[src/inc/comparator_control_pkg.sv]
// Constants, codes and helpers shared by the comparator control block
package comparator_control_pkg;

    // ****************************************
    // Timing
    // ****************************************
    localparam int unsigned CLOCK_PERIOD_NS = 40;       // 25 MHz peripheral clock
    localparam int unsigned COMP_STARTUP_NS = 2500;     // Comparator alone, 2.5 us
    localparam int unsigned REF_STARTUP_NS = 60000;     // With reference, 60 us
    // Least times round up to whole cycles
    localparam int unsigned COMP_STARTUP_CYCLES =
        (COMP_STARTUP_NS + CLOCK_PERIOD_NS - 1) / CLOCK_PERIOD_NS;
    localparam int unsigned REF_STARTUP_CYCLES =
        (REF_STARTUP_NS + CLOCK_PERIOD_NS - 1) / CLOCK_PERIOD_NS;
    localparam int unsigned STARTUP_COUNT_WIDTH = 11;   // Holds the longer count

    // ****************************************
    // Register indexes (byte address is four times the index)
    // ****************************************
    localparam logic [2:0] IDX_CONTROL = 3'h0;
    localparam logic [2:0] IDX_INPUT_SELECT = 3'h2;
    localparam logic [2:0] IDX_INT_ENABLE = 3'h6;
    localparam logic [2:0] IDX_STATUS = 3'h7;

    // ****************************************
    // Field positions
    // ****************************************
    localparam int unsigned CTL_ENABLE_BIT = 0;
    localparam int unsigned CTL_HYST_LSB = 1;
    localparam int unsigned CTL_LOWPOWER_BIT = 3;
    localparam int unsigned CTL_EDGE_LSB = 4;
    localparam int unsigned CTL_PADOUT_BIT = 6;
    localparam int unsigned CTL_STANDBYRUN_BIT = 7;
    localparam int unsigned SEL_NEG_LSB = 0;
    localparam int unsigned SEL_POS_LSB = 3;
    localparam int unsigned SEL_INVERT_BIT = 7;
    localparam int unsigned INT_ENABLE_BIT = 0;
    localparam int unsigned STAT_FLAG_BIT = 0;
    localparam int unsigned STAT_STATE_BIT = 4;

    // ****************************************
    // Reset values and writable bits
    // ****************************************
    localparam logic [7:0] CONTROL_RESET = 8'h00;
    localparam logic [7:0] INPUT_SELECT_RESET = 8'h00;
    localparam logic INT_ENABLE_RESET = 1'h0;
    localparam logic FLAG_RESET = 1'h0;
    localparam logic [7:0] CONTROL_MASK = 8'hff;
    localparam logic [7:0] INPUT_SELECT_MASK = 8'h9b;

    // ****************************************
    // Field codes
    // ****************************************
    localparam logic [1:0] EDGE_ANY_TRANSITION = 2'h0;
    localparam logic [1:0] EDGE_FALLING = 2'h2;
    localparam logic [1:0] EDGE_RISING = 2'h3;
    localparam logic [1:0] NEG_PIN_ZERO = 2'h0;
    localparam logic [1:0] NEG_PIN_ONE = 2'h1;
    localparam logic [1:0] NEG_VREF = 2'h2;
    localparam logic [1:0] NEG_CONVERTER = 2'h3;
    localparam logic [1:0] POS_PIN_ZERO = 2'h0;
    localparam logic [1:0] POS_PIN_ONE = 2'h1;
    localparam logic [1:0] SLEEP_ACTIVE = 2'h0;
    localparam logic [1:0] SLEEP_IDLE = 2'h1;
    localparam logic [1:0] SLEEP_STANDBY = 2'h2;
    localparam logic [1:0] SLEEP_POWERDOWN = 2'h3;

    // Start-up sequencer states
    typedef enum logic [1:0] {STARTUP_OFF, STARTUP_WAIT, STARTUP_READY} startup_e;

    // True when a transition prev->cur matches the edge mode
    function automatic logic edgeMatch(input logic [1:0] mode,
                                       input logic prev,
                                       input logic cur);
        logic rise;
        logic fall;
        rise = !prev && cur;
        fall = prev && !cur;
        if (mode == EDGE_ANY_TRANSITION) begin
            edgeMatch = rise || fall;
        end else if (mode == EDGE_FALLING) begin
            edgeMatch = fall;
        end else if (mode == EDGE_RISING) begin
            edgeMatch = rise;
        end else begin
            edgeMatch = 1'b0;  // Reserved code: no edges
        end
    endfunction : edgeMatch

endpackage : comparator_control_pkg

[src/verilog/comparator_control_regs.sv]
// Register file, synchroniser, start-up timer and edge flag for the analog comparator
//
// Functional notes
// - Enable bit switches comparator on and off
// - Output invalid during start-up, 2.5/60 us
// - Edge field picks both, falling, rising
// - Matching transition sets compare flag
// - Interrupt while flag and enable both set
// - Writing one clears flag, zero ignored
// - Interrupt enable register bit zero
// - State bit follows output three cycles late
// - Invert applies to every output consumer
// - Negative select: pins, reference, converter
// - Positive select zero picks pin zero
// - Pad enable routes output to pin
// - Hysteresis field selects off/10/25/50 mV
// - Low-power bit slows, saves current
// - Output offered as asynchronous event, no inputs
// - Standby halts unless standby run set
// - Idle runs normally, power-down disables
// - Debug halt leaves comparator unchanged
// - Raw output one when positive exceeds negative
`timescale 1ns/1ps
`default_nettype none

module comparator_control_regs
    import comparator_control_pkg::*;
#(
    parameter int unsigned ADDR_WIDTH = 5
) (
    // Clock and reset
    input wire logic clock,
    input wire logic rst,
    // APB slave
    input wire logic psel,
    input wire logic penable,
    input wire logic pwrite,
    input wire logic [ADDR_WIDTH-1:0] paddr,
    input wire logic [31:0] pwdata,
    output logic [31:0] prdata,
    output logic pready,
    output logic pslverr,
    // Analog comparator core
    input wire logic compRaw,
    output logic compEnable,
    output logic [1:0] hysteresisSelect,
    output logic lowPowerSelect,
    output logic [1:0] positiveInputSelect,
    output logic [1:0] negativeInputSelect,
    output logic outputValid,
    // System side
    input wire logic [1:0] sleepMode,
    output logic eventOut,
    output logic padOut,
    output logic padOutEnable,
    output logic irq
);

    // ****************************************
    // Register state
    // ****************************************
    logic [7:0] controlReg;        // Control register
    logic [7:0] selectReg;         // Input select register
    logic intEnable;               // Interrupt enable bit
    logic statusFlag;              // Compare flag, sticky
    logic stateBit;                // Status state bit
    // Next values
    logic [7:0] next_controlReg;
    logic [7:0] next_selectReg;
    logic next_intEnable;
    logic next_statusFlag;
    logic next_irq;

    // Field views
    logic [1:0] edgeSel;
    logic invertSel;
    logic standbyRun;
    assign edgeSel = controlReg[CTL_EDGE_LSB +: 2];
    assign invertSel = selectReg[SEL_INVERT_BIT];
    assign standbyRun = controlReg[CTL_STANDBYRUN_BIT];

    // Analog settings straight from register bits
    // Reserved codes pass as written
    assign hysteresisSelect = controlReg[CTL_HYST_LSB +: 2];
    assign lowPowerSelect = controlReg[CTL_LOWPOWER_BIT];
    assign positiveInputSelect = selectReg[SEL_POS_LSB +: 2];
    assign negativeInputSelect = selectReg[SEL_NEG_LSB +: 2];

    // ****************************************
    // APB access
    // ****************************************
    logic [2:0] regIndex;          // Word index
    logic addrMapped;              // Address hits a register
    logic accessDone;              // Completing access phase
    logic [7:0] readByte;          // Read mux
    // Next answer
    logic [31:0] next_prdata;
    logic next_pready;
    logic next_pslverr;
    logic flagClear;               // Software clear of flag

    assign regIndex = paddr[4:2];
    assign accessDone = psel && penable && pready;

    // Address decode
    // Bad places answer an error
    always_comb begin
        addrMapped = 1'b0;
        readByte = 8'h00;
        if (paddr[1:0] != 2'h0) begin
            addrMapped = 1'b0;
        end else if (regIndex == IDX_CONTROL) begin
            addrMapped = 1'b1;
            readByte = controlReg;
        end else if (regIndex == IDX_INPUT_SELECT) begin
            addrMapped = 1'b1;
            readByte = selectReg;
        end else if (regIndex == IDX_INT_ENABLE) begin
            addrMapped = 1'b1;
            readByte = {7'h00, intEnable};
        end else if (regIndex == IDX_STATUS) begin
            addrMapped = 1'b1;
            readByte = {3'h0, stateBit, 3'h0, statusFlag};
        end
    end

    // One wait state: answer is prepared in the first access cycle
    // Writes land while pready is high
    always_comb begin
        next_pready = 1'b0;
        next_pslverr = 1'b0;
        next_prdata = prdata;
        if (psel && penable && !pready) begin
            next_pready = 1'b1;
            next_pslverr = !addrMapped;
            next_prdata = (!pwrite && addrMapped) ? {24'h000000, readByte} : 32'h00000000;
        end
    end

    // prdata holds till the next answer
    always_ff @(posedge clock or posedge rst) begin
        if (rst) begin
            pready <= 1'b0;
            pslverr <= 1'b0;
            prdata <= 32'h00000000;
        end else begin
            pready <= next_pready;
            pslverr <= next_pslverr;
            prdata <= next_prdata;
        end
    end

    // ****************************************
    // Registers and compare flag
    // ****************************************
    logic writeHit;
    logic edgeHit;                 // Qualified matching transition
    assign writeHit = accessDone && pwrite && addrMapped;
    // Only bit zero acts on status
    assign flagClear = writeHit && regIndex == IDX_STATUS && pwdata[STAT_FLAG_BIT];

    // Next register values; a flag set beats a clear in the same cycle
    // so no edge is lost to a clear
    always_comb begin
        next_controlReg = controlReg;
        next_selectReg = selectReg;
        next_intEnable = intEnable;
        if (writeHit && regIndex == IDX_CONTROL) begin
            next_controlReg = pwdata[7:0] & CONTROL_MASK;
        end
        if (writeHit && regIndex == IDX_INPUT_SELECT) begin
            next_selectReg = pwdata[7:0] & INPUT_SELECT_MASK;
        end
        if (writeHit && regIndex == IDX_INT_ENABLE) begin
            next_intEnable = pwdata[INT_ENABLE_BIT];
        end
        if (edgeHit) begin
            next_statusFlag = 1'b1;
        end else if (flagClear) begin
            next_statusFlag = 1'b0;
        end else begin
            next_statusFlag = statusFlag;
        end
        next_irq = next_statusFlag && next_intEnable;
    end

    // Register fields and flag
    always_ff @(posedge clock or posedge rst) begin
        if (rst) begin
            controlReg <= CONTROL_RESET;
            selectReg <= INPUT_SELECT_RESET;
            intEnable <= INT_ENABLE_RESET;
            statusFlag <= FLAG_RESET;
            irq <= 1'b0;
        end else begin
            controlReg <= next_controlReg;
            selectReg <= next_selectReg;
            intEnable <= next_intEnable;
            statusFlag <= next_statusFlag;
            irq <= next_irq;
        end
    end

    // ****************************************
    // Power state of the comparator
    // ****************************************
    // Next enables
    logic next_compEnable;
    logic next_padOutEnable;
    logic polarOut;                // Output after optional inversion

    // Standby halts unless allowed; power-down always halts; debug has no say
    // Control keeps its value
    always_comb begin
        next_compEnable = controlReg[CTL_ENABLE_BIT];
        if (sleepMode == SLEEP_POWERDOWN) begin
            next_compEnable = 1'b0;
        end else if (sleepMode == SLEEP_STANDBY && !standbyRun) begin
            next_compEnable = 1'b0;
        end
        next_padOutEnable = next_compEnable && controlReg[CTL_PADOUT_BIT];
    end

    // Enables lag sleep by one edge
    always_ff @(posedge clock or posedge rst) begin
        if (rst) begin
            compEnable <= 1'b0;
            padOutEnable <= 1'b0;
        end else begin
            compEnable <= next_compEnable;
            padOutEnable <= next_padOutEnable;
        end
    end

    // Event and pad paths bypass the clock so they work when it stops
    // No clock needed in standby
    assign polarOut = compRaw ^ invertSel;
    assign eventOut = compEnable && polarOut;
    assign padOut = padOutEnable && polarOut;

    // ****************************************
    // Synchroniser for the state bit
    // ****************************************
    logic syncFirst;               // Metastability catcher
    logic syncSecond;              // Safe copy

    // Three flops: state bit lags the output by three cycles
    // Off core feeds zero
    always_ff @(posedge clock or posedge rst) begin
        if (rst) begin
            syncFirst <= 1'b0;
            syncSecond <= 1'b0;
            stateBit <= 1'b0;
        end else begin
            syncFirst <= compEnable && polarOut;
            syncSecond <= syncFirst;
            stateBit <= syncSecond;
        end
    end

    // Edge against previous synchronised value, only once output is valid
    // Start-up edges dropped
    assign edgeHit = outputValid && edgeMatch(edgeSel, stateBit, syncSecond);

    // ****************************************
    // Start-up timer
    // ****************************************
    startup_e startupState;
    // Next start-up values
    startup_e next_startupState;
    logic [STARTUP_COUNT_WIDTH-1:0] startupCount;
    logic [STARTUP_COUNT_WIDTH-1:0] next_startupCount;
    logic next_outputValid;
    logic refNeeded;               // Reference must start as well

    // Long start for the reference
    assign refNeeded = negativeInputSelect == NEG_VREF;

    // Wait the longer time when the reference feeds the negative input
    // Counts assume 25 MHz
    always_comb begin
        next_startupState = startupState;
        next_startupCount = startupCount;
        case (startupState)
            STARTUP_OFF: begin
                // Count picked here
                if (next_compEnable) begin
                    next_startupState = STARTUP_WAIT;
                    if (refNeeded) begin
                        next_startupCount =
                            STARTUP_COUNT_WIDTH'(REF_STARTUP_CYCLES - 1);
                    end else begin
                        next_startupCount =
                            STARTUP_COUNT_WIDTH'(COMP_STARTUP_CYCLES - 1);
                    end
                end
            end
            STARTUP_WAIT: begin
                if (startupCount == '0) begin
                    next_startupState = STARTUP_READY;
                end else begin
                    next_startupCount = startupCount - 1'b1;
                end
            end
            default: begin
                next_startupState = STARTUP_READY;
            end
        endcase
        if (!next_compEnable) begin
            next_startupState = STARTUP_OFF;
            next_startupCount = '0;
        end
        next_outputValid = next_startupState == STARTUP_READY;
    end

    // Register start-up state
    always_ff @(posedge clock or posedge rst) begin
        if (rst) begin
            startupState <= STARTUP_OFF;
            startupCount <= '0;
            outputValid <= 1'b0;
        end else begin
            startupState <= next_startupState;
            startupCount <= next_startupCount;
            outputValid <= next_outputValid;
        end
    end
endmodule : comparator_control_regs

`default_nettype wire

[config.mk]
export PLATFORM = sky130hd
export DESIGN_NAME = comparator_control_regs
export DESIGN_NICKNAME = d
export VERILOG_FILES = /design/src/inc/comparator_control_pkg.sv /design/src/verilog/comparator_control_regs.sv
export SDC_FILE = /design/constraint.sdc
export NUM_CORES = 1
export LEC_CHECK = 0
export BUFFER_PORTS_ARGS = -buffer_cell sky130_fd_sc_hd__buf_2
export CORE_ASPECT_RATIO = 0.7
export CORE_MARGIN = 10
export CORE_UTILIZATION = 46
export DETAILED_ROUTE_END_ITERATION = 12
export PLACE_DENSITY = 0.74
export REMOVE_ABC_BUFFERS = 1
export SYNTH_ARGS = -nofsm -noshare
export SYNTH_HDL_FRONTEND = slang
export SYNTH_SLANG_ARGS = --single-unit
[constraint.sdc]
create_clock -name clock -period 3.2 [get_ports clock]
set_clock_uncertainty 0.2 [all_clocks]
set_input_delay 0.16 -clock clock [delete_from_list [all_inputs] [get_ports clock]]
set_output_delay 0.16 -clock clock [all_outputs]
set_load 0.005 [all_outputs]
# Yosys cells after proc, flatten, opt, wreduce, memory -nomap -nowiden
# Cells that the tools add are included.
[totals]
input_bits = 45
register_bits = 69
wordCells = 90
latchBits = 0
mem_bits_rw = 0
rom_bits = 0
n_memories = 0
[classes]
mux = 28
n_bitwise = 1
shifts = 0
addsub = 1
mul = 0
n_eq_ne = 12
n_lt_le_gt_ge = 0
div = 0
n_reduce_logical = 32
[op_table]
columns = ["cell", "n"]
rows = [
  ["11-bit 2-to-1 mux", 3],
  ["8-bit 2-to-1 mux", 4],
  ["11-bit one-hot mux with 2 select lines", 1],
  ["1-bit logical AND", 19],
  ["1-bit 2-to-1 mux", 15],
  ["2-bit equality test, second input constant", 6],
  ["11-bit zero test", 1],
  ["11-bit by 1-bit subtractor with 11-bit output, second input constant", 1],
  ["5-bit 2-to-1 mux", 2],
  ["3-bit equality test, second input constant", 2],
  ["1-bit zero test", 6],
  ["2-bit zero test", 2],
  ["2-bit 2-to-1 mux", 2],
  ["2-bit one-hot mux with 2 select lines", 1],
  ["3-bit by 2-bit equality test with 1-bit output, second input constant", 1],
  ["3-bit zero test", 1],
  ["3-bit by 1-bit inequality test with 1-bit output, second input constant", 1],
  ["3-bit inequality test, second input constant", 1],
  ["2-bit by 1-bit equality test with 1-bit output, second input constant", 1],
  ["2-bit AND reduction", 1],
  ["2-bit nonzero test", 1],
  ["1-bit logical OR", 1],
  ["1-bit XOR", 1],
]

# Longest topological paths before layout
# Gate-level depths: netlist (run 1).
[depth]
ltp_word = 12
ltp_mapped = 7
mapped_depth_nobuf = 7

# Worst setup path before layout (run 1)
# Ideal clock, no wire load.
[synth_path]
path_type = "reg2reg"
start = "register startupCount[6]"
end = "register startupCount[5]"
path_buffers = 2
path_stages_with_launch = 7
arrival_ns = 1.876
synth_period_minus_slack_ns = 2.200
path_slack_ns = 1.000
setup_time_ns = 0.124
path_cell_list = "dfrtp_1 -> buf_6 -> or4_4 -> or3_1 -> buf_6 -> nor4b_1 -> a211o_1"
[synth_via]
elab_chain_len = 3
[synth_lines]
columns = ["item", "line_no", "source"]
rows = [
  ["start: declaration", "comparator_control_regs.sv:271", "logic [STARTUP_COUNT_WIDTH-1:0] startupCount;"],
  ["start signal: assignment", "comparator_control_regs.sv:324", "startupCount <= next_startupCount;"],
  ["11-bit zero test", "comparator_control_regs.sv:299", "if (startupCount == '0) begin"],
  ["3-bit inequality test (no line)", "-", ""],
  ["2-bit AND reduction (no line)", "-", ""],
]
# Every way passes these cells.
# A chain may end at the register's enable or synchronous reset.

# Final worst setup path (run 1)
[layout_path]
start = "register startupCount[3]"
end = "register startupCount[5]"
[layout_via]
elab_chain_len = 4
[layout_lines]
columns = ["item", "line_no", "source"]
rows = [
  ["11-bit by 1-bit subtractor with 11-bit output", "comparator_control_regs.sv:302", "next_startupCount = startupCount - 1'b1;"],
  ["11-bit 2-to-1 mux", "comparator_control_regs.sv:299", ""],
  ["11-bit one-hot mux with 2 select lines", "comparator_control_regs.sv:284", "case (startupState)"],
  ["11-bit 2-to-1 mux", "comparator_control_regs.sv:309", "if (!next_compEnable) begin"],
]
# Parallel ways exist; a longest one is shown, timed or not. The select of a mux whose other input is x is not followed.

==> results of run 1 <==
[cells by family after synthesis]
group	count (synthesis)
compound gates	43
xor+xnor	1
fa+ha+maj	4
buf+inv	55
flops	45
mux	21
other cells	1
simple gates	68
[cells in the final DEF, fill, tap and decap left out, drive strengths merged, types with 3 or more instances in the layout]
cell type	n
a22o	3
nand3	8
mux2	15
buf	44
conb	24
dlygate4sd3	11
clkbuf	6
o41ai	3
inv	15
ha	4
o22ai	3
nand2	15
nor4	3
nand4	7
a311oi	3
nor3	3
and2	4
dfrtp	45
a21oi	5
o31ai	3
mux2i	6
nor2	7
or2	5
o211ai	5
o21ai	7
or4	3
[worst min path at each step]
stage	slack, ns	to	startpoint
3_5_place_dp	-0.11	irq	rst
4_1_cts	0.1	prdata[4]	paddr[4]
5_1_grt	0.12	intEnable	paddr[2]
3_3_place_gp	-0.11	irq	rst
6_report	0.11	irq	rst
2_1_floorplan	0.11	selectReg[0]	pwdata[0]
[synthesized netlist by cell type, types with 6 or more instances]
master	number	area (µm²)
mux2_2	15	169
nand3_1	8	40.0
mux2i_1	6	60.1
nor2_1	7	26.3
o21ai_0	6	30.0
nand4_1	7	43.8
nand2_1	14	52.6
inv_1	15	56.3
buf_4	30	225
dfrtp_1	45	1130
[sequential cells by signal, indices dropped and copies added, names as in the netlist, 2 cells and up]
signal	flops
selectReg	5
startupCount	11
prdata	8
startupState	2
controlReg	8
[power groups by stage]
stage | clock network [mW] | logic [mW] | registers (mW)
6_report | 0.448 | 0.0887 | 0.581
4_1_cts | 0.458 | 0.0872 | 0.581
3_5_place_dp | 0 | 0.0765 | 0.593
5_1_grt | 0.479 | 0.100 | 0.582
2_1_floorplan | 0 | 0.0433 | 0.592
3_3_place_gp | 0 | 0.0755 | 0.592
[area by class of cell]
cell class	count	share of cell area, %
clock buffer	6	2.93
inverter	16	2.13
tap	72	3.20
sequential	45	39.9
timing repair buffer	55	11.8
multi-input combinational	161	38.7
clock inverter	2	1.33
[worst max-delay path: cells and delay by family, from the launching register on]
kind,cells,cell delay [ns]
DFF,1,0.44
AOI/OAI and AO/OA,3,1.09
and+or+nand+nor,1,0.66
[per-stage QoR]
step | std cells | util [%] | total power, mW | instance area (µm²) | worst slack [ns]
2_1_floorplan | 222 | - | 0.635 | 2280 | 1.05
3_3_place_gp | 338 | 49.8 | 0.668 | 2590 | 0.763
3_5_place_dp | 338 | 49.8 | 0.669 | 2590 | 0.741
4_1_cts | 357 | 54.2 | 1.13 | 2820 | 0.717
5_1_grt | 357 | 54.2 | 1.16 | 2820 | 0.620
6_report | 357 | 54.2 | 1.12 | 2820 | 0.697
[per-layer routing]
| layer | wire length (µm) | track usage [%] |
|---|---|---|
| met1 | 2650 | 18.1 |
| met5 | 0 | 0 |
| met2 | 2540 | 19.9 |
| met3 | 437 | 3.56 |
| met4 | 60 | 6.12 |
==> results.md, run 1 <==
* Status: completed
* Max-cap violations at 0
* First-pass GRT wire length at 9440 µm
* Arrival time worst endpoint at 2.49 ns
* Root Buffer: clkbuf_8
* Ports at 92
* Routability cong. at 0.910
* Cell count after synthesis at 238
* Max stage delay on crit path at 0.66 ns
* Initial Utilization at 47.4%
* Pwr dens at 397 mW/mm²
* Switch Pwr at 0.253 mW
* Reg area at 0.00113 mm²
* Clock share of power at 40.1%
* Postcts setup bufs at 0
* Reg power frac at 52.0%
* Pint at 0.865 mW
* Hold buffers post-CTS at 11
* Initial antenna violation count at 0
* Global route overflow at 0
* Slew @ Worst Pin at 0.770 ns
* DR pass1 iterations at 4
* Reg2reg setup slack at 0.70 ns
* Inserted Clock Buffers at 5
* Setup Viol. Count Final at 0
* Slew Viols, Final at 0
* Iter 0 DRT Violations at 172
* Main flop type after synthesis: dfrtp_1
* CP Launch Type: register
* #FFs+latches synth at 45
* Number of synthesized flops with an enable pin at 0
* Comb power frac at 7.9%
* Post-cts resize count at 0
* DRC at 0
* Share of cells above drive strength 1 at 27.4%
* GR Util All Layers at 13.5%
* Die Width at 107 µm
* TritonCTS clock tree: yes
* Largest family of logic cells by synthesized area: simple AND/OR/NAND/NOR gates
* Syn Area/Cell at 10.4 µm²
* Final hold slack at 0.111 ns
* Post-layout min period at 2.50 ns
* Leakage at 1.45 nW
* Final Hold Viols at 0
* Worst hold path type: input pin to async pin
* Max Clock Freq at 400 MHz
* Port buffer count at 43
* Synth Area in Compound Gates at 12.8%
* Vias per cell at 5.32
* Seq/Total Area, Yosys at 45.7%
* CTS Sinks at 45
* Data required, critical path at 3.18 ns
* Unrepaired setup endpoints after global routing: false
* Simple-Gate Fraction of Synth Area at 16.1%
* Async set-reset flop share out of synthesis at 100%
* Mux share of post-synthesis cell area at 9.29%
* Post-detailed-placement half-perimeter wirelength at 4320 µm
* Core area at 0.00520 mm²
* Layout area overhead at 14.4%
* Yosys warns at 0
* # H-tree levels at 2
* Launching point of the worst reg2reg path: startupCount[3]
* Area of the multi-input gates at 0.00109 mm²
* CP startpoint: startupCount[3]
* Sw Share at 22.7%
* DIE AREA at 0.00873 mm²
* FP Rows at 22
* Clock Tree Buf Depth at 2
* Fin Setup TNS at 0 ns
* N_diodes at 0
* Crit-path cells: or4_1 > o31ai_2 > a211oi_1 > a211o_1
* Critical Path Slowest Stage Cell: or4_1
* Post-Synth Adder-Cell Area at 2.03%
* Antenna viol nets, final at 0
* Final wirelength at 5680 µm
* Worst-path fanout max at 8
* Reg2reg path depth at 4
* Cell variety after synth at 54
* Vias post-DR at 1,900
* Setup CP Type: register to register
* Xor/xnor cell area share of the yosys netlist at 0.355%
* NumNets Final at 333
* Vias in the first global route at 1,884
* Fillers at 457
* Reg clk slew, reported paths at 0.08 ns
* Clk_lat worst skew at 0.30 ns
* Maximum number of pins on one net before global-route repair at 38
* R2r endpoint: startupCount[5]
* Chip Height at 81.2 µm
* Fin crit share at 78.2%
* CP Capture Point: startupCount[5]
* Mapped cell area at 0.00246 mm²
* Critical path capture point type: register
* Routed len/inst at 15.9 µm
* Max-slew headroom at 47.9%
* Worst IR Drop VDD at 294 µV
Note: power is estimated with default switching activity, not from simulation.
==> run 2, diff against run 1 <==
--- a/config.mk
+++ b/config.mk
@@ -8,7 +8,7 @@
 export BUFFER_PORTS_ARGS = -buffer_cell sky130_fd_sc_hd__buf_2
 export CORE_ASPECT_RATIO = 0.7
 export CORE_MARGIN = 10
-export CORE_UTILIZATION = 46
+export CORE_UTILIZATION = 44
 export DETAILED_ROUTE_END_ITERATION = 12
 export PLACE_DENSITY = 0.74
 export REMOVE_ABC_BUFFERS = 1
==> constraint.sdc (replaced) <==
create_clock -name clock -period 2.3 [get_ports clock]
set_clock_uncertainty 0.2 [all_clocks]
set_input_delay 0.115 -clock clock [delete_from_list [all_inputs] [get_ports clock]]
set_output_delay 0.115 -clock clock [all_outputs]
set_load 0.005 [all_outputs]
==> results.md, run 2 (synthesis gave the netlist of run 1 again) <==
* Status: completed
* Initial Utilization at 46.2%
* Critical Path Slowest Stage Cell: or4_1
* Maximum number of pins on one net before global-route repair at 46
* Post-Layout Inst Area at 0.00288 mm²
* Reg power frac at 55.5%
* Post-layout min period at 2.17 ns
* Fin Setup TNS at 0 ns
* Postcts setup bufs at 0
* Biggest regs: startupCount x11, controlReg x8, prdata x8
* Vias post-DR at 1,940
* Max Clock Freq at 461 MHz
* Slew @ Worst Pin at 0.570 ns
* Pwr dens at 505 mW/mm²
* NumNets Final at 344
* Max stage delay on crit path at 0.64 ns
* Chip Height at 82.6 µm
* Max-slew headroom at 61.9%
* DRC at 0
* Placed Instance Area at 0.00267 mm²
* FP Rows at 22
* Leakage at 1.50 nW
* Comb power frac at 8.9%
* Post-detailed-placement half-perimeter wirelength at 4360 µm
* Setup CP Type: register to register
* Commonest non-fill, non-tap cell in the layout: dfrtp_1
* Util after Layout at 53.9%
* Routed len/inst at 16.3 µm
* CP Depth at 4
* Power Total at 1.46 mW
* Fin crit share at 94.3%
* Critical path capture point type: register
* Data required, critical path at 2.29 ns
* First-pass GRT wire length at 9580 µm
* CP Launch Type: register
* CP top delay family: simple AND/OR/NAND/NOR gates
* Antenna viol nets, final at 0
* Inserted Clock Buffers at 5
* Port buffer count at 43
* Buf+Inv Stages, Crit Path at 0
* Worst IR Drop VDD at 255 µV
* DIE AREA at 0.00904 mm²
* Ports at 92
* Crit-path cells: or4_1 > or3_4 > nor4b_1 > a211o_1
* Slew Viols, Final at 0
* Iter 0 DRT Violations at 178
* Vias in the first global route at 1,828
* N_diodes at 0
* Core area at 0.00534 mm²
* Share of cells above drive strength 1 at 30.4%
* Max-cap violations at 0
* Worst hold path type: input pin to register
* Reg2reg path depth at 4
* Sw Share at 26.1%
* Pint at 1.07 mW
* CTS Sinks at 45
* TritonCTS clock tree: yes
* DR pass1 iterations at 4
* Clk_lat worst skew at 0.30 ns
* Final Hold Viols at 0
* # H-tree levels at 2
* Arrival time worst endpoint at 2.16 ns
* Most frequent cells in the layout: 45 x dfrtp_1, 43 x buf_2, 24 x conb_1
* Root Buffer: clkbuf_8
* Reg with most FFs: startupCount
* Global route overflow at 0
* Routability cong. at 0.866
* Clock share of power at 35.6%
* Vias per cell at 5.27
* Final wirelength at 5990 µm
* Unrepaired setup endpoints after global routing: false
* Die Width at 109 µm
* Initial antenna violation count at 0
* Reg clk slew, reported paths at 0.09 ns
* Max reg flops at 11
* Setup Viol. Count Final at 0
* Worst hold stages at 5
* Worst-path fanout max at 8
* Placed Instances at 349
* Switch Pwr at 0.380 mW
* Clock Tree Buf Depth at 2
* Final cell count without fillers at 368
* GR Util All Layers at 13.4%
* Layout area overhead at 16.9%
run 2: layout make-up:
cell class,instances,area [µm²]
Sequential cell,45,1130
Inverter,16,60.1
Clock buffer,5,68.8
Multi-Input combinational cell,161,1090
Timing Repair Buffer,66,415
Fill cell,471,2460
Clock inverter,3,25.0
Tap cell,72,90.1
run 2: stage by stage:
stage / setup slack [ns] / hold WS [ns]
floorplan: 0.150 / 0.0656
global placement: 0.0801 / 0.0900
detailed placement: 0.0663 / 0.0881
CTS: 0.0472 / 0.0486
global route: 0.0492 / 0.0914
finish: 0.132 / 0.0649
run 2: path summary, 6_finish.rpt:
path,from,endpoint,slack (ns)
max in group asynchronous,rst,startupCount[7],1.23
setup reg to reg,startupCount[3],startupCount[5],0.13
min in group asynchronous,rst,statusFlag,0.29
setup / recovery,startupCount[3],startupCount[5],0.13
hold / removal,paddr[4],prdata[4],0.06
hold reg to reg,syncFirst,syncSecond,0.18
run 2: what timing repair did:
item	in CTS	in global routing
endpoints found under the hold margin	62	0
setup endpoints to repair	0	4
hold buffers	11	0
resized for setup	0	1
run 2: power by group through the flow:
stage / Sequential (mW) / Combinational [mW] / Clock (mW)
3_5_place_dp: 0.823 / 0.112 / 0
4_1_cts: 0.808 / 0.127 / 0.532
3_3_place_gp: 0.823 / 0.111 / 0
5_1_grt: 0.809 / 0.146 / 0.565
6_report: 0.808 / 0.130 / 0.517
2_1_floorplan: 0.823 / 0.0602 / 0
run 2: routing by layer:
metal | vias to the layer above | GRT usage, % | routed length (µm)
met4 | 0 | 3.11 | 56
li1 | 914 | - | -
met3 | 7 | 4.10 | 667
met1 | 930 | 18.4 | 2660
met2 | 89 | 20.1 | 2600
met5 | - | 0 | 0
run 2: worst reg2reg max path: cells and delay by family (launching register included):
kind	cells	cell delay, ns
AO/OA/AOI/OAI	1	0.24
flip-flops	1	0.39
AND/OR/NAND/NOR	3	1.24
==> run 3, diff against run 2 <==
--- a/config.mk
+++ b/config.mk
@@ -8,7 +8,7 @@
 export BUFFER_PORTS_ARGS = -buffer_cell sky130_fd_sc_hd__buf_2
 export CORE_ASPECT_RATIO = 0.7
 export CORE_MARGIN = 10
-export CORE_UTILIZATION = 44
+export CORE_UTILIZATION = 46
 export DETAILED_ROUTE_END_ITERATION = 12
 export PLACE_DENSITY = 0.74
 export REMOVE_ABC_BUFFERS = 1
==> constraint.sdc (replaced) <==
create_clock -name clock -period 2.25 [get_ports clock]
set_clock_uncertainty 0.2 [all_clocks]
set_input_delay 0.1125 -clock clock [delete_from_list [all_inputs] [get_ports clock]]
set_output_delay 0.1125 -clock clock [all_outputs]
set_load 0.005 [all_outputs]
==> results.md, run 3 (synthesis gave the netlist of run 1 again) <==
* Worst hold stages at 5
* Fin Setup TNS at 0 ns
* # H-tree levels at 2
* Initial Utilization at 47.4%
* Max Clock Freq at 465 MHz
* Status: completed
* Worst Hold Launch: pwrite
* Final hold slack at 0.0293 ns
* Arrival time worst endpoint at 2.13 ns
* Post-layout min period at 2.15 ns
* FP Rows at 22
* Max-cap violations at 0
* CTS Sinks at 45
* Antenna viol nets, final at 0
* Unrepaired setup endpoints after global routing: false
* Fin crit share at 95.6%
* DIE AREA at 0.00873 mm²
* Reg clk slew, reported paths at 0.09 ns
* Most frequent cells in the layout: 45 x dfrtp_1, 43 x buf_2, 24 x conb_1
* Critical Path Slowest Stage Cell: or4_4
* Worst-path fanout max at 5
* Max reg flops at 11
* Critical path capture point type: register
* Worst hold path type: input pin to register
* DR pass1 iterations at 4
* Port buffer count at 43
* Layout area overhead at 19.1%
* Die Width at 107 µm
* Share of cells above drive strength 1 at 32.0%
* GR Util All Layers at 13.7%
* Post-detailed-placement half-perimeter wirelength at 4530 µm
* Vias in the first global route at 1,963
* Setup Viol. Count Final at 0
* Vias per cell at 5.25
* Max stage delay on crit path at 0.59 ns
* Maximum number of pins on one net before global-route repair at 46
* DRC at 0
* Inserted Clock Buffers at 5
* Clock Tree Buf Depth at 2
* Worst IR Drop VDD at 413 µV
* Reg with most FFs: startupCount
* Launching point of the worst reg2reg path: startupCount[6]
* Util after Layout at 56.4%
* Final Hold Viols at 0
* Core area at 0.00520 mm²
* Reg area at 0.00113 mm²
* Routability cong. at 0.963
* Pwr dens at 541 mW/mm²
* Initial antenna violation count at 0
* Chip Height at 81.2 µm
* Iter 0 DRT Violations at 177
* NumNets Final at 348
* TritonCTS clock tree: yes
* Max-slew headroom at 60.9%
* Global route overflow at 0
* Crit-path cells: or4_4 > or3_1 > buf_4 > or4b_1 > o211ai_1
* Fillers at 447
* Root Buffer: clkbuf_8
* First-pass GRT wire length at 9690 µm
* Data required, critical path at 2.23 ns
* Slew @ Worst Pin at 0.585 ns
* Final wirelength at 5990 µm
* Power Total at 1.59 mW
* Biggest regs: startupCount x11, controlReg x8, prdata x8
* Commonest non-fill, non-tap cell in the layout: dfrtp_1
* CP startpoint: startupCount[6]
* Leakage at 1.53 nW
* Area of the multi-input gates at 0.00110 mm²
* Clk_lat worst skew at 0.31 ns
* N_diodes at 0
* CP Launch Type: register
* Postcts setup bufs at 0
* Vias post-DR at 1,954
* Routed len/inst at 16.1 µm
* Setup CP Type: register to register
* Ports at 92
* Reg2reg path depth at 5
* Slew Viols, Final at 0
## run 3: cell count changes in the layout (fill, tap and decap cells not counted), sizes merged
cell,previous run,this run
bufinv,0,1
dlygate4sd3,11,10
clkinv,1,2
buf,55,60
inv,17,15
## run 3: final timing paths
check | slack (ns) | endpoint
min in group asynchronous | 0.27 | outputValid
max in group asynchronous | 1.20 | startupCount[8]
worst max-delay path | 0.1 | startupCount[9]
worst min register to register | 0.19 | syncSecond
worst min-delay path | 0.03 | prdata[0]
worst max register to register | 0.1 | startupCount[9]
## run 3: worst max-delay path, delay by kind of cell, from the launching register on
| kind | cells | cell delay, ns |
|---|---|---|
| buffers and inverters | 1 | 0.18 |
| AOI/OAI and AO/OA | 1 | 0.08 |
| and+or+nand+nor | 3 | 1.18 |
| DFF | 1 | 0.39 |
## run 3: where the power goes
group | internal, mW | switching [mW]
sequential | 0.818 | 0.00747
combinational | 0.0553 | 0.0791
clock | 0.333 | 0.296
## run 3: what timing repair did
item                                   in CTS  in global routing
resized for setup                           0                  2
endpoints found under the hold margin      60                  0
setup endpoints to repair                   0                  3
hold buffers                               10                  0
## run 3: area by class of cell
| cell class | count | area share (%) |
|---|---|---|
| Tap cell | 72 | 3.07 |
| Inverter | 16 | 2.05 |
| Multi-Input combinational cell | 161 | 37.5 |
| Clock inverter | 3 | 1.58 |
| Sequential cell | 45 | 38.4 |
| Timing Repair Buffer | 70 | 15.1 |
| Clock buffer | 5 | 2.34 |
## run 3: routing by layer
layer	global-route usage, %	up-vias	wire, µm
li1	-	916	-
met1	18.8	959	2700
met2	20.7	72	2740
met3	3.56	7	459
met4	4.79	0	83
met5	0	-	0
## run 3: through the flow
stage                     worst slack [ns]  cell area, µm²  cells
after global placement              0.0756            2710    354
after detailed placement            0.0743            2710    354
after floorplan                      0.100            2280    222
final                               0.0987            2940    372
after global routing                0.0228            2940    372
after CTS                           0.0451            2920    372
